## src/pkg/srw_cfg.svh

```systemverilog
`ifndef SRW_CFG_SVH
`define SRW_CFG_SVH

// =====================================================
// register map (byte addresses)
`define SRW_OFS_KEY 8'h00
`define SRW_OFS_RELOAD 8'h04
`define SRW_OFS_STATUS 8'h08
`define SRW_OFS_MASK 8'h0C
`define SRW_OFS_COUNT 8'h10
`define SRW_OFS_TIMING 8'h14

// =====================================================
// reset values
`define SRW_KEY_OFF 8'h55
`define SRW_COUNT_RST 24'h000000
`define SRW_LOW_CLR 16'h0000
`define SRW_STATUS_RST 5'h10
`define SRW_MASK_RST 5'h00
`define SRW_WAIT_RST 2'h2
`define SRW_BOOT_ADDR 16'h0000

// =====================================================
// status and mask bit positions; bit 24 is the run flag in the count register
`define SRW_BIT_EXT 0
`define SRW_BIT_LVD 1
`define SRW_BIT_DBG 2
`define SRW_BIT_WDT 3
`define SRW_BIT_COLD 4
`define SRW_BIT_RUN 24

// =====================================================
// timing
`define SRW_CLK_NS 40
`define SRW_FIL_NS 100
`define SRW_ACTV_NS 10000
`define SRW_MC_BASE 3'h4
`define SRW_WDT_HOLD 3'h4

`endif

```

## src/pkg/srw_pkg.sv

```systemverilog
`include "srw_cfg.svh"

package srw_pkg;

  // one bit per reset source, also the layout of the event bits
  typedef struct packed {
    logic wdt;
    logic dbg;
    logic low_supply_detector;
    logic ext;
  } srw_req_s;

  typedef struct packed {
    logic ext_s1;
    logic ext_s2;
    logic lvd_s1;
    logic lvd_s2;
    logic [7:0] ext_fcnt;
    logic ext_act;
    logic [7:0] lvd_fcnt;
    logic lvd_act;
    logic [19:0] hold_cnt;
    logic [2:0] wdt_hold;
    srw_req_s req_prev;
    logic [23:0] wdt_cnt;
    logic [7:0] key;
    logic [2:0] mc_cnt;
    logic [1:0] wait_sel;
    logic [4:0] sts;
    logic [4:0] msk;
    logic core_rst;
    logic pmod_rst_n;
    logic [15:0] boot_addr;
    logic irq;
    logic a_we;
    logic [7:0] a_addr;
    logic [31:0] rdata;
  } srw_state_s;

endpackage

```

## src/rtl/srw_supervisor.sv

```systemverilog
// The implementer's own choices: register access over AHB-Lite and the register addresses.
`timescale 1ns/1ns
`default_nettype none
`include "srw_cfg.svh"

// Operation
// any of four sources asserts core reset and module reset together
// core held in reset; fetch starts at address 0000h after release
// active-low reset to programmable module while any source is active
// reset pin pulled up; spikes shorter than filter time ignored
// external party holds reset pin low for the minimum time
// pin-caused reset ends as soon as the pin is released
// after supply recovers, reset stays asserted for a fixed active period
// supply detector always enabled, even in idle and power-down
// supply reset sets cold-start flag; only software write clears it
// debug reset also acts in idle and power-down modes
// watchdog does not count in idle or power-down
// key 55h disables watchdog; any other value enables; reset loads 55h
// 24-bit up-counter, cleared on reset, plus one per machine cycle
// overflow past all-ones issues reset and restores key to 55h
// reload write loads upper byte and clears lower 16 bits
// firmware reloads before overflow; avoid too-short timeout values
// machine cycle is 4 clocks, longer for slow memory or stalls
// combined reset released synchronously to the core clock
// counter advanced by a one-cycle machine-cycle enable pulse
module srw_supervisor #(
  parameter int FIL_NS = `SRW_FIL_NS,
  parameter int ACTV_NS = `SRW_ACTV_NS,
  parameter int CLK_NS = `SRW_CLK_NS,
  parameter int CNT_W = 24
) (
  input wire logic hclk,
  input wire logic hresetn,
  input wire logic hsel,
  input wire logic [31:0] haddr,
  input wire logic [1:0] htrans,
  input wire logic hwrite,
  input wire logic [2:0] hsize,
  input wire logic [31:0] hwdata,
  input wire logic hready,
  output logic hreadyout,
  output logic [31:0] hrdata,
  output logic hresp,
  input wire logic reset_pin_n,
  input wire logic supply_low,
  input wire logic dbg_rst_req,
  input wire logic idle_mode,
  input wire logic power_down,
  input wire logic mem_xfer,
  input wire logic fetch_stall,
  output logic core_rst,
  output logic pmod_rst_n,
  output logic [15:0] boot_addr,
  output logic irq
);

  // =====================================================
  // timing counts
  // least times round up, never below one cycle
  localparam int FIL_RAW = (FIL_NS + CLK_NS - 1) / CLK_NS;
  localparam int FIL_CYC = (FIL_RAW < 1) ? 1 : FIL_RAW;
  localparam int ACTV_RAW = (ACTV_NS + CLK_NS - 1) / CLK_NS;
  localparam int ACTV_CYC = (ACTV_RAW < 1) ? 1 : ACTV_RAW;
  localparam logic [7:0] FIL_C8 = 8'(FIL_CYC);
  localparam logic [19:0] ACTV_C20 = 20'(ACTV_CYC);

  // =====================================================
  // watchdog width
  // the reload byte always lands in the top eight bits; a
  // narrower counter only shortens the timeout, for tests
  localparam int LOW_W = CNT_W - 8;
  localparam logic [23:0] CNT_TOP = 24'((64'd1 << CNT_W) - 64'd1);

  // =====================================================
  // state
  srw_pkg::srw_state_s s_q;
  srw_pkg::srw_state_s s_d;

  srw_pkg::srw_req_s req;
  srw_pkg::srw_req_s rise;
  logic any_req;
  logic ahb_take;
  logic wr_now;
  logic [7:0] wr_addr;
  logic [2:0] mc_len;
  logic mc_tick;
  logic wdt_run;
  logic wdt_ovf;
  logic [4:0] sts_set;
  logic [4:0] sts_clr;
  logic [3:0] wait_clks;

  always_comb begin
    s_d = s_q;
    req = '0;
    rise = '0;
    any_req = 1'b0;
    ahb_take = 1'b0;
    wr_now = 1'b0;
    wr_addr = 8'h00;
    mc_len = `SRW_MC_BASE;
    mc_tick = 1'b0;
    wdt_run = 1'b0;
    wdt_ovf = 1'b0;
    sts_set = 5'h00;
    sts_clr = 5'h00;
    wait_clks = 4'h0;

    // =====================================================
    // pin synchronisers
    s_d.ext_s1 = reset_pin_n;
    s_d.ext_s2 = s_q.ext_s1;
    s_d.lvd_s1 = supply_low;
    s_d.lvd_s2 = s_q.lvd_s1;

    // =====================================================
    // external pin filter
    // the pull-up sits in the pad; here a low must persist
    // for the filter time before it counts as a request
    if (s_q.ext_s2) begin
      s_d.ext_fcnt = 8'h00;
      s_d.ext_act = 1'b0;
    end else if (!s_q.ext_act) begin
      if (s_q.ext_fcnt >= FIL_C8 - 8'h01) begin
        s_d.ext_act = 1'b1;
      end else begin
        s_d.ext_fcnt = s_q.ext_fcnt + 8'h01;
      end
    end

    // =====================================================
    // supply detector
    // no enable term exists anywhere: it runs in every mode
    if (!s_q.lvd_s2) begin
      s_d.lvd_fcnt = 8'h00;
      s_d.lvd_act = 1'b0;
    end else if (!s_q.lvd_act) begin
      if (s_q.lvd_fcnt >= FIL_C8 - 8'h01) begin
        s_d.lvd_act = 1'b1;
      end else begin
        s_d.lvd_fcnt = s_q.lvd_fcnt + 8'h01;
      end
    end
    // active period is reloaded while the supply is low and
    // runs down only after it has come back
    if (s_q.lvd_act) begin
      s_d.hold_cnt = ACTV_C20;
    end else if (s_q.hold_cnt != 20'h00000) begin
      s_d.hold_cnt = s_q.hold_cnt - 20'h00001;
    end

    // =====================================================
    // request merge
    req.ext = s_q.ext_act;
    req.low_supply_detector = s_q.lvd_act || (s_q.hold_cnt != 20'h00000);
    req.dbg = dbg_rst_req;
    req.wdt = (s_q.wdt_hold != 3'h0);
    any_req = req.ext || req.low_supply_detector || req.dbg || req.wdt;
    rise = req & ~s_q.req_prev;
    s_d.req_prev = req;

    // assert and release both on a clock edge, so every
    // consumer of the reset leaves it in the same cycle
    s_d.core_rst = any_req;
    s_d.pmod_rst_n = !any_req;
    s_d.boot_addr = `SRW_BOOT_ADDR;

    // =====================================================
    // machine cycle enable
    wait_clks = 4'h4 + {2'b00, s_q.wait_sel};
    if (mem_xfer && (wait_clks > 4'h4)) begin
      mc_len = wait_clks[2:0] == 3'h0 ? 3'h7 : wait_clks[2:0];
    end
    // 4..7 clocks fit in three bits; a stall freezes the phase
    if (!fetch_stall) begin
      if (s_q.mc_cnt >= mc_len - 3'h1) begin
        s_d.mc_cnt = 3'h0;
        mc_tick = 1'b1;
      end else begin
        s_d.mc_cnt = s_q.mc_cnt + 3'h1;
      end
    end

    // =====================================================
    // watchdog
    wdt_run = (s_q.key != `SRW_KEY_OFF) && !idle_mode && !power_down;
    if (wdt_run && mc_tick) begin
      if (s_q.wdt_cnt == CNT_TOP) begin
        wdt_ovf = 1'b1;
        s_d.wdt_cnt = `SRW_COUNT_RST;
        s_d.key = `SRW_KEY_OFF;
      end else begin
        s_d.wdt_cnt = s_q.wdt_cnt + 24'h000001;
      end
    end
    // a timeout gives a short reset of its own
    if (wdt_ovf) begin
      s_d.wdt_hold = `SRW_WDT_HOLD;
    end else if (s_q.wdt_hold != 3'h0) begin
      s_d.wdt_hold = s_q.wdt_hold - 3'h1;
    end

    // =====================================================
    // bus slave
    // address phase captured, write applied in data phase;
    // read data prepared at the address edge, so no waits
    ahb_take = hsel && htrans[1] && hready;
    wr_now = s_q.a_we;
    wr_addr = s_q.a_addr;
    s_d.a_we = ahb_take && hwrite;
    s_d.a_addr = haddr[7:0];
    s_d.rdata = 32'h00000000;
    if (ahb_take && !hwrite) begin
      if (haddr[7:0] == `SRW_OFS_STATUS) begin
        s_d.rdata = {27'h0, s_q.sts};
      end else if (haddr[7:0] == `SRW_OFS_MASK) begin
        s_d.rdata = {27'h0, s_q.msk};
      end else if (haddr[7:0] == `SRW_OFS_COUNT) begin
        s_d.rdata = {7'h0, wdt_run, s_q.wdt_cnt};
      end else if (haddr[7:0] == `SRW_OFS_TIMING) begin
        s_d.rdata = {30'h0, s_q.wait_sel};
      end
    end

    if (wr_now) begin
      if (wr_addr == `SRW_OFS_KEY) begin
        s_d.key = hwdata[7:0];
      end else if (wr_addr == `SRW_OFS_RELOAD) begin
        s_d.wdt_cnt = {16'h0000, hwdata[7:0]} << LOW_W;
      end else if (wr_addr == `SRW_OFS_STATUS) begin
        sts_clr = hwdata[4:0];
      end else if (wr_addr == `SRW_OFS_MASK) begin
        s_d.msk = hwdata[4:0];
      end else if (wr_addr == `SRW_OFS_TIMING) begin
        s_d.wait_sel = hwdata[1:0];
      end
    end

    // =====================================================
    // events and interrupt
    // a set arriving with a clear wins, so no event is lost
    sts_set[`SRW_BIT_EXT] = rise.ext;
    sts_set[`SRW_BIT_LVD] = rise.low_supply_detector;
    sts_set[`SRW_BIT_DBG] = rise.dbg;
    sts_set[`SRW_BIT_WDT] = wdt_ovf;
    sts_set[`SRW_BIT_COLD] = rise.low_supply_detector;
    s_d.sts = (s_q.sts & ~sts_clr) | sts_set;
    s_d.irq = |(s_d.sts & s_q.msk);

    // =====================================================
    // core reset returns the watchdog to its disabled state;
    // status, mask and timing survive so software can see why
    if (s_q.core_rst) begin
      s_d.key = `SRW_KEY_OFF;
      s_d.wdt_cnt = `SRW_COUNT_RST;
      s_d.mc_cnt = 3'h0;
    end
  end

  // =====================================================
  // registers
  always_ff @(posedge hclk or negedge hresetn) begin
    if (!hresetn) begin
      s_q <= '0;
      s_q.ext_s1 <= 1'b1;
      s_q.ext_s2 <= 1'b1;
      s_q.core_rst <= 1'b1;
      s_q.pmod_rst_n <= 1'b0;
      s_q.key <= `SRW_KEY_OFF;
      s_q.wdt_cnt <= `SRW_COUNT_RST;
      s_q.wait_sel <= `SRW_WAIT_RST;
      s_q.sts <= `SRW_STATUS_RST;
      s_q.msk <= `SRW_MASK_RST;
      s_q.boot_addr <= `SRW_BOOT_ADDR;
    end else begin
      s_q <= s_d;
    end
  end

  // =====================================================
  // outputs straight from flip-flops; hreadyout and hresp are constants
  assign core_rst = s_q.core_rst;
  assign pmod_rst_n = s_q.pmod_rst_n;
  assign boot_addr = s_q.boot_addr;
  assign irq = s_q.irq;
  assign hrdata = s_q.rdata;
  // zero-wait slave: always ready, always OKAY
  assign hreadyout = 1'b1;
  assign hresp = 1'b0;

endmodule

`default_nettype wire

```

## config.mk

```make
export PLATFORM = sky130hd
export DESIGN_NAME = srw_supervisor
export DESIGN_NICKNAME = d
export VERILOG_FILES = /design/src/pkg/srw_pkg.sv /design/src/rtl/srw_supervisor.sv
export VERILOG_INCLUDE_DIRS = /design/src /design/src/pkg
export SDC_FILE = /design/constraint.sdc
export NUM_CORES = 1
export LEC_CHECK = 0
export BUFFER_PORTS_ARGS = -buffer_cell sky130_fd_sc_hd__buf_2
export CORE_MARGIN = 5
export CORE_UTILIZATION = 51
export CTS_CLUSTER_SIZE = 30
export DETAILED_ROUTE_END_ITERATION = 7
export PLACE_DENSITY = 0.75
export SETUP_SLACK_MARGIN = 0.2
export SLEW_MARGIN = 20
export SYNTH_ARGS = -nofsm -noshare
export SYNTH_HDL_FRONTEND = slang
export SYNTH_SLANG_ARGS = --single-unit
```

## constraint.sdc

```tcl
create_clock -name hclk -period 6 [get_ports hclk]
set_input_delay 0.3 -clock hclk [delete_from_list [all_inputs] [get_ports hclk]]
set_output_delay 0.3 -clock hclk [all_outputs]
set_load 0.01 [all_outputs]
```

======== After elaboration in Yosys (flattened, before gate mapping) ========
Index checks and enable logic that the tools add are counted.
cells by class
  muxes and demuxes ....................... 37
  equal/unequal tests ..................... 15
  bitwise gates (word level) .............. 10
  reductions and logical operators ........ 27
  $add $sub $neg .......................... 8
  order comparisons ....................... 4
operators with widths
  kind                                                                                 count
  25-bit two-way mux                                                                   4
  24-bit two-way mux                                                                   3
  32-bit two-way mux                                                                   2
  20-bit two-way mux                                                                   2
  9-bit two-way mux                                                                    4
  35-bit two-way mux                                                                   1
  8-bit by 4-bit == test with 1-bit output, second input constant                      4
  8-bit two-way mux                                                                    4
  24-bit by 1-bit adder with 24-bit output, second input constant                      1
  24-bit == test, second input constant                                                1
  8-bit by 5-bit == test with 1-bit output, second input constant                      3
  5-bit two-way mux                                                                    4
  20-bit nonzero test                                                                  1
  20-bit by 1-bit subtractor with 20-bit output, second input constant                 1
  3-bit two-way mux                                                                    6
  8-bit by 1-bit adder with 8-bit output, second input constant                        2
  8-bit by 2-bit greater-or-equal comparator with 1-bit output, second input constant  2
  5-bit AND                                                                            2
  8-bit by 3-bit == test with 1-bit output, second input constant                      1
  1-bit logical AND                                                                    8
  8-bit zero test                                                                      1
  8-bit by 7-bit != test with 1-bit output, second input constant                      1
  1-bit two-way mux                                                                    6
  2-bit != test, second input constant                                                 3
  other kinds (21)                                                                     34
word-level totals
  flip-flop bits (word level) ............. 139
  bits of input ports ..................... 81
  output and inout port bits .............. 53
  logic and storage cells ................. 126

======== Logic depth before layout (Yosys ltp) ========
  word-level depth ........................ 14
  depth in mapped cells ................... 11
  gate-level depth less buffers ........... 9

======== Worst setup path before layout ========
Ideal clock, no wire load.
  path type ............................... flip-flop to flip-flop
  start point ............................. reg s_q[71] (netlist name)
  end point ............................... reg s_q[101] (netlist name)
  library setup time ...................... 122 ps
  required time ........................... 5,878 ps
  clock period less this slack ............ 2,654 ps
  stages on the path, launching flop included .. 12
  buffers on the path ..................... 2
  slack ................................... 3,346 ps
  arrival ................................. 2,532 ps
  path through ............................ dfstp_2 nand2_1 ha_1 ha_1 nand2_1 o21ai_1 nand3_2 nor4_4 or3_1 buf_2 buf_4 o21ai_1
RTL lines
  element             RTL line              text
  start: declaration  srw_supervisor.sv:76  srw_pkg::srw_state_s s_q;

==> run_summary.xml <==
<?xml version="1.0" encoding="UTF-8"?>
<metrics>
  <group name="run_status">
    <metric name="status" unit="">finished clean</metric>
  </group>
  <group name="layout">
    <metric name="post_route_cell_area" unit="um^2">6968</metric>
    <metric name="n_fill_cell" unit="">993</metric>
    <metric name="drive_gt1_share" unit="%">17.96</metric>
    <metric name="final-instance-count-excl-fill" unit="">793</metric>
    <metric name="n_antenna_cell" unit="">0</metric>
    <metric name="areaGrowthSynthToFinish" unit="%">11.72</metric>
    <metric name="fin_nets" unit="">728</metric>
  </group>
  <group name="route">
    <metric name="detailroute.via_count" unit="">4242</metric>
    <metric name="met3_wirelength" unit="um">690</metric>
    <metric name="route.final.wire_length" unit="um">12200</metric>
    <metric name="routedLengthMet1" unit="um">5199</metric>
    <metric name="route.met2.wl" unit="um">6023</metric>
    <metric name="top_layer_used" unit="">met4</metric>
    <metric name="via_density" unit="">5.349</metric>
    <metric name="drt_first_pass_iters" unit="">4</metric>
    <metric name="drt_drc" unit="">0</metric>
    <metric name="drtIter0Drc" unit="">280</metric>
    <metric name="route.detailed.wl_per_inst" unit="um">15.39</metric>
    <metric name="route.antenna.remaining_nets" unit="">0</metric>
  </group>
  <group name="worst_setup_path">
    <metric name="crit_chain" unit="">nand2_1, ha_1, ha_1, nand2_1, o21ai_1, nand3_2, nor4_4, or3_1, o21ai_0</metric>
    <metric name="cp.depth" unit="">9</metric>
    <metric name="timing.critical_path.required" unit="ns">6.26</metric>
    <metric name="internal_reg_to_reg_setup_slack" unit="ns">2.39</metric>
    <metric name="timing.critical_path.max_delay_family" unit="">simple AND/OR/NAND/NOR gates</metric>
    <metric name="sort_of_element_at_the_end_of_the_critical_path" unit="">flip-flop</metric>
    <metric name="critical-path-slowest-cell" unit="">sky130_fd_sc_hd__or3_1</metric>
    <metric name="crit_end" unit="">s_q[106]$_DFF_PN0_</metric>
    <metric name="start_kind" unit="">flip-flop</metric>
    <metric name="worstReg2RegStart" unit="">s_q[71]$_DFFE_PN1P_</metric>
    <metric name="timing.critical_path.buf_inv" unit="">0</metric>
    <metric name="critical_path_arrival" unit="ns">3.88</metric>
    <metric name="path_class" unit="">flip-flop to flip-flop</metric>
    <metric name="crit_fanout" unit="">23</metric>
    <metric name="critical_path_origin" unit="">s_q[71]$_DFFE_PN1P_</metric>
    <metric name="rr_endpoint" unit="">s_q[106]$_DFF_PN0_</metric>
    <metric name="ff2ff_path_depth" unit="">9</metric>
    <metric name="worst_path_largest_cell_delay" unit="ns">0.72</metric>
  </group>
  <group name="timing">
    <metric name="setup_viol_count_final" unit="">0</metric>
    <metric name="post-route-min-period" unit="ns">3.613</metric>
    <metric name="grt_setup_unrepaired" unit="">false</metric>
    <metric name="fin_hold_ws" unit="ns">0.01926</metric>
    <metric name="timing.max_slew.rel_slack" unit="%">37.85</metric>
    <metric name="finalClockSkew" unit="ns">0.004747</metric>
    <metric name="setup_tns_final" unit="ns">0</metric>
    <metric name="post-route-worst-setup-slack" unit="ns">2.387</metric>
    <metric name="timing_worst_slew_pin_value" unit="ns">0.9323</metric>
    <metric name="timing.final.max_slew_violations" unit="">0</metric>
    <metric name="timing.final.hold_violations" unit="">0</metric>
    <metric name="layout_worst_path_cycle_share" unit="%">60.22</metric>
    <metric name="maxClockFrequency" unit="GHz">0.2768</metric>
  </group>
  <group name="synth">
    <metric name="sequential_fraction_of_the_synthesis_area" unit="%">53.14</metric>
    <metric name="netlist.area_leader.share" unit="%">49.35</metric>
    <metric name="synth_top_flop_cell" unit="">sky130_fd_sc_hd__dfrtp_1</metric>
    <metric name="synth_edf_count" unit="">0</metric>
    <metric name="syn-cell-area" unit="um^2">6237</metric>
    <metric name="syn-instance-count" unit="">593</metric>
    <metric name="netlist.top_cell.by_area" unit="">sky130_fd_sc_hd__dfrtp_1</metric>
    <metric name="ranking_of_synthesized_cells_by_area" unit="">sky130_fd_sc_hd__dfrtp_1 (49%), sky130_fd_sc_hd__buf_4 (6.4%), sky130_fd_sc_hd__nor2_1 (4.3%), sky130_fd_sc_hd__dfstp_2 (3.8%), sky130_fd_sc_hd__xnor2_1 (3.7%)</metric>
    <metric name="avgSynthCellArea" unit="um^2">10.52</metric>
    <metric name="synth.lib_cells_used.distinct" unit="">57</metric>
    <metric name="synth.yosys.warnings" unit="">0</metric>
    <metric name="yosys_register_bits" unit="">132</metric>
    <metric name="async_reset_ff_share" unit="%">100.0</metric>
  </group>
  <group name="cts">
    <metric name="tritoncts.num_buffers" unit="">17</metric>
    <metric name="cts.path.max_buffers" unit="">2</metric>
    <metric name="cts.repair_timing.setup_buffer_count" unit="">0</metric>
    <metric name="cts_tree" unit="">yes</metric>
    <metric name="cts.clk_slew.worst_paths" unit="ns">0.05</metric>
    <metric name="clock_latency" unit="ns">0.42</metric>
    <metric name="root_buffer" unit="">sky130_fd_sc_hd__clkbuf_16</metric>
    <metric name="ctsHtreeMaxLevel" unit="">4</metric>
    <metric name="cts_num_sinks" unit="">132</metric>
  </group>
  <group name="die">
    <metric name="boundaryPins" unit="">134</metric>
    <metric name="placement_rows" unit="">40</metric>
    <metric name="dieArea" unit="um^2">14540</metric>
    <metric name="floorplan.initialDensity" unit="%">51.93</metric>
    <metric name="die_height" unit="um">120.6</metric>
    <metric name="coreArea" unit="um^2">12010</metric>
    <metric name="die_w" unit="um">120.6</metric>
  </group>
  <group name="global_route">
    <metric name="maximum_number_of_pins_on_one_net_before_global_route_repair" unit="">76</metric>
    <metric name="antenna_found_initial" unit="">0</metric>
    <metric name="globalRouteOverflowTotal" unit="">0</metric>
    <metric name="globalRouteTotalUtil" unit="%">17.98</metric>
    <metric name="grt_first_pass_wirelength" unit="um">20630</metric>
    <metric name="via_count_of_the_first_global_routing_pass" unit="">4293</metric>
  </group>
  <group name="placed_design">
    <metric name="place.detailed.instances" unit="">755</metric>
    <metric name="post_dp_cell_area" unit="um^2">6344</metric>
    <metric name="numPortBuffers" unit="">56</metric>
    <metric name="dpl.hpwl" unit="um">8419</metric>
    <metric name="globalplace.congestion" unit="">0.8890</metric>
    <metric name="dpl_ws" unit="ns">2.431</metric>
  </group>
  <group name="min_path">
    <metric name="hold_class" unit="">input pin to async pin</metric>
  </group>
  <group name="power_and_ir_drop">
    <metric name="power.density" unit="nW/um^2">310.9</metric>
    <metric name="p_leak" unit="nW">3.147</metric>
    <metric name="worst_ir_drop_vdd" unit="V">0.0002450</metric>
  </group>
  <group name="run">
    <metric name="max_cap_violation_count" unit="">0</metric>
  </group>
</metrics>
[report_power, final]
group / internal (mW) / switching, mW / total (mW)
Sequential: 0.941 / 0.0605 / 1.00
Combinational: 0.0934 / 0.113 / 0.206
Clock: 0.595 / 0.363 / 0.958
[cell type report]
type	instances	area, um^2	share of cell area, %
Sequential cell	132	3314	47.57
Multi-Input combinational cell	406	2506	35.97
Clock buffer	22	474.2	6.806
Timing Repair Buffer	64	360.3	5.171
Tap cell	147	183.9	2.640
Clock inverter	9	80.08	1.149
Inverter	13	48.80	0.7003
[cell families (layout without fill, tap and decap cells)]
logic type | Yosys count | in the layout | share of synthesized area [%]
adder cells (fa/ha/maj) | 13 | 13 | 2.608
buffers and inverters | 78 | 108 | 8.064
AND/OR/NAND/NOR | 253 | 253 | 22.11
multiplexers | 17 | 17 | 2.909
AO/OA/AOI/OAI | 60 | 60 | 5.717
flip-flops | 132 | 132 | 53.14
other | 2 | 25 | 0.1204
XOR/XNOR | 38 | 38 | 5.336
[sequential cells by signal, summed over array words and instances (netlist names)]
register,cells
pmod_rst_n,1
wr_now,1
s_q,92
s_d,2
irq,1
core_rst,1
hrdata,25
wr_addr,8
req,1
[how the worst min path moves through the flow]
| stage | startpoint | to | slack [ns] | depth (start not counted) |
|---|---|---|---|---|
| 3_3_place_gp | s_d[152]$_DFF_PN0_ | s_q[152]$_DFF_PN0_ | 0.33 | 0 |
| 3_5_place_dp | s_d[152]$_DFF_PN0_ | s_q[152]$_DFF_PN0_ | 0.34 | 0 |
| 6_report | hresetn | hrdata[7]$_DFF_PN0_ | 0.02 | 1 |
| 4_1_cts | haddr[3] | wr_addr[3]$_DFF_PN0_ | 0.008 | 1 |
| 5_1_grt | haddr[3] | wr_addr[3]$_DFF_PN0_ | 0.02 | 1 |
| 2_1_floorplan | hresetn | hrdata[0]$_DFF_PN0_ | 0.004 | 0 |
[layer usage]
layer  vias up  track usage, %
met5         -               0
met4         0           7.578
met2       108           28.96
met3        29           5.472
met1      2069           22.59
li1       2036               -
[synth_stat cells (9+ instances only)]
cell type / n
sky130_fd_sc_hd__buf_4: 53
sky130_fd_sc_hd__dfstp_2: 9
sky130_fd_sc_hd__o21ai_0: 14
sky130_fd_sc_hd__xnor2_1: 26
sky130_fd_sc_hd__mux2_2: 9
sky130_fd_sc_hd__and2_1: 26
sky130_fd_sc_hd__nor2b_1: 11
sky130_fd_sc_hd__nand4_1: 13
sky130_fd_sc_hd__inv_1: 13
sky130_fd_sc_hd__dfrtp_1: 123
sky130_fd_sc_hd__a21oi_1: 16
sky130_fd_sc_hd__xor2_1: 12
sky130_fd_sc_hd__nor2_1: 71
sky130_fd_sc_hd__nand2_1: 33
sky130_fd_sc_hd__ha_1: 13
sky130_fd_sc_hd__nor3_1: 23
sky130_fd_sc_hd__nand3_1: 13
sky130_fd_sc_hd__nor4_1: 14
[per-stage QoR]
step           total power [mW]  util (%)
2_1_floorplan             1.157         -
3_3_place_gp              1.202     52.81
3_5_place_dp              1.220     52.81
4_1_cts                   2.196     58.01
5_1_grt                   2.280     58.01
6_report                  2.166     58.01
[what timing repair did]
action                                 CTS  global route
hold buffers                             7             0
resized for setup                        0             0
endpoints found under the hold margin    7             0
[cells in the final DEF (no fill, tap or decap), drive strengths merged, types with 3 or more instances in the layout]
cell type      n
a21o           4
a21oi         16
a22oi          3
a31oi          5
and2          26
and3           7
buf           57
clkbuf        22
clkinv         4
clkinvlp       4
conb          25
dfrtp        123
dfstp          9
dlygate4sd3    7
ha            13
inv           13
mux2           9
mux2i          8
nand2         33
nand2b         4
nand3         14
nand3b         3
nand4         13
nand4b         3
nor2          71
nor2b         11
nor3          25
nor4          16
nor4b          3
o21ai         21
o21bai         4
or2            4
or3            5
or4            5
xnor2         26
xor2          12
(Power assumes the default switching activity.)
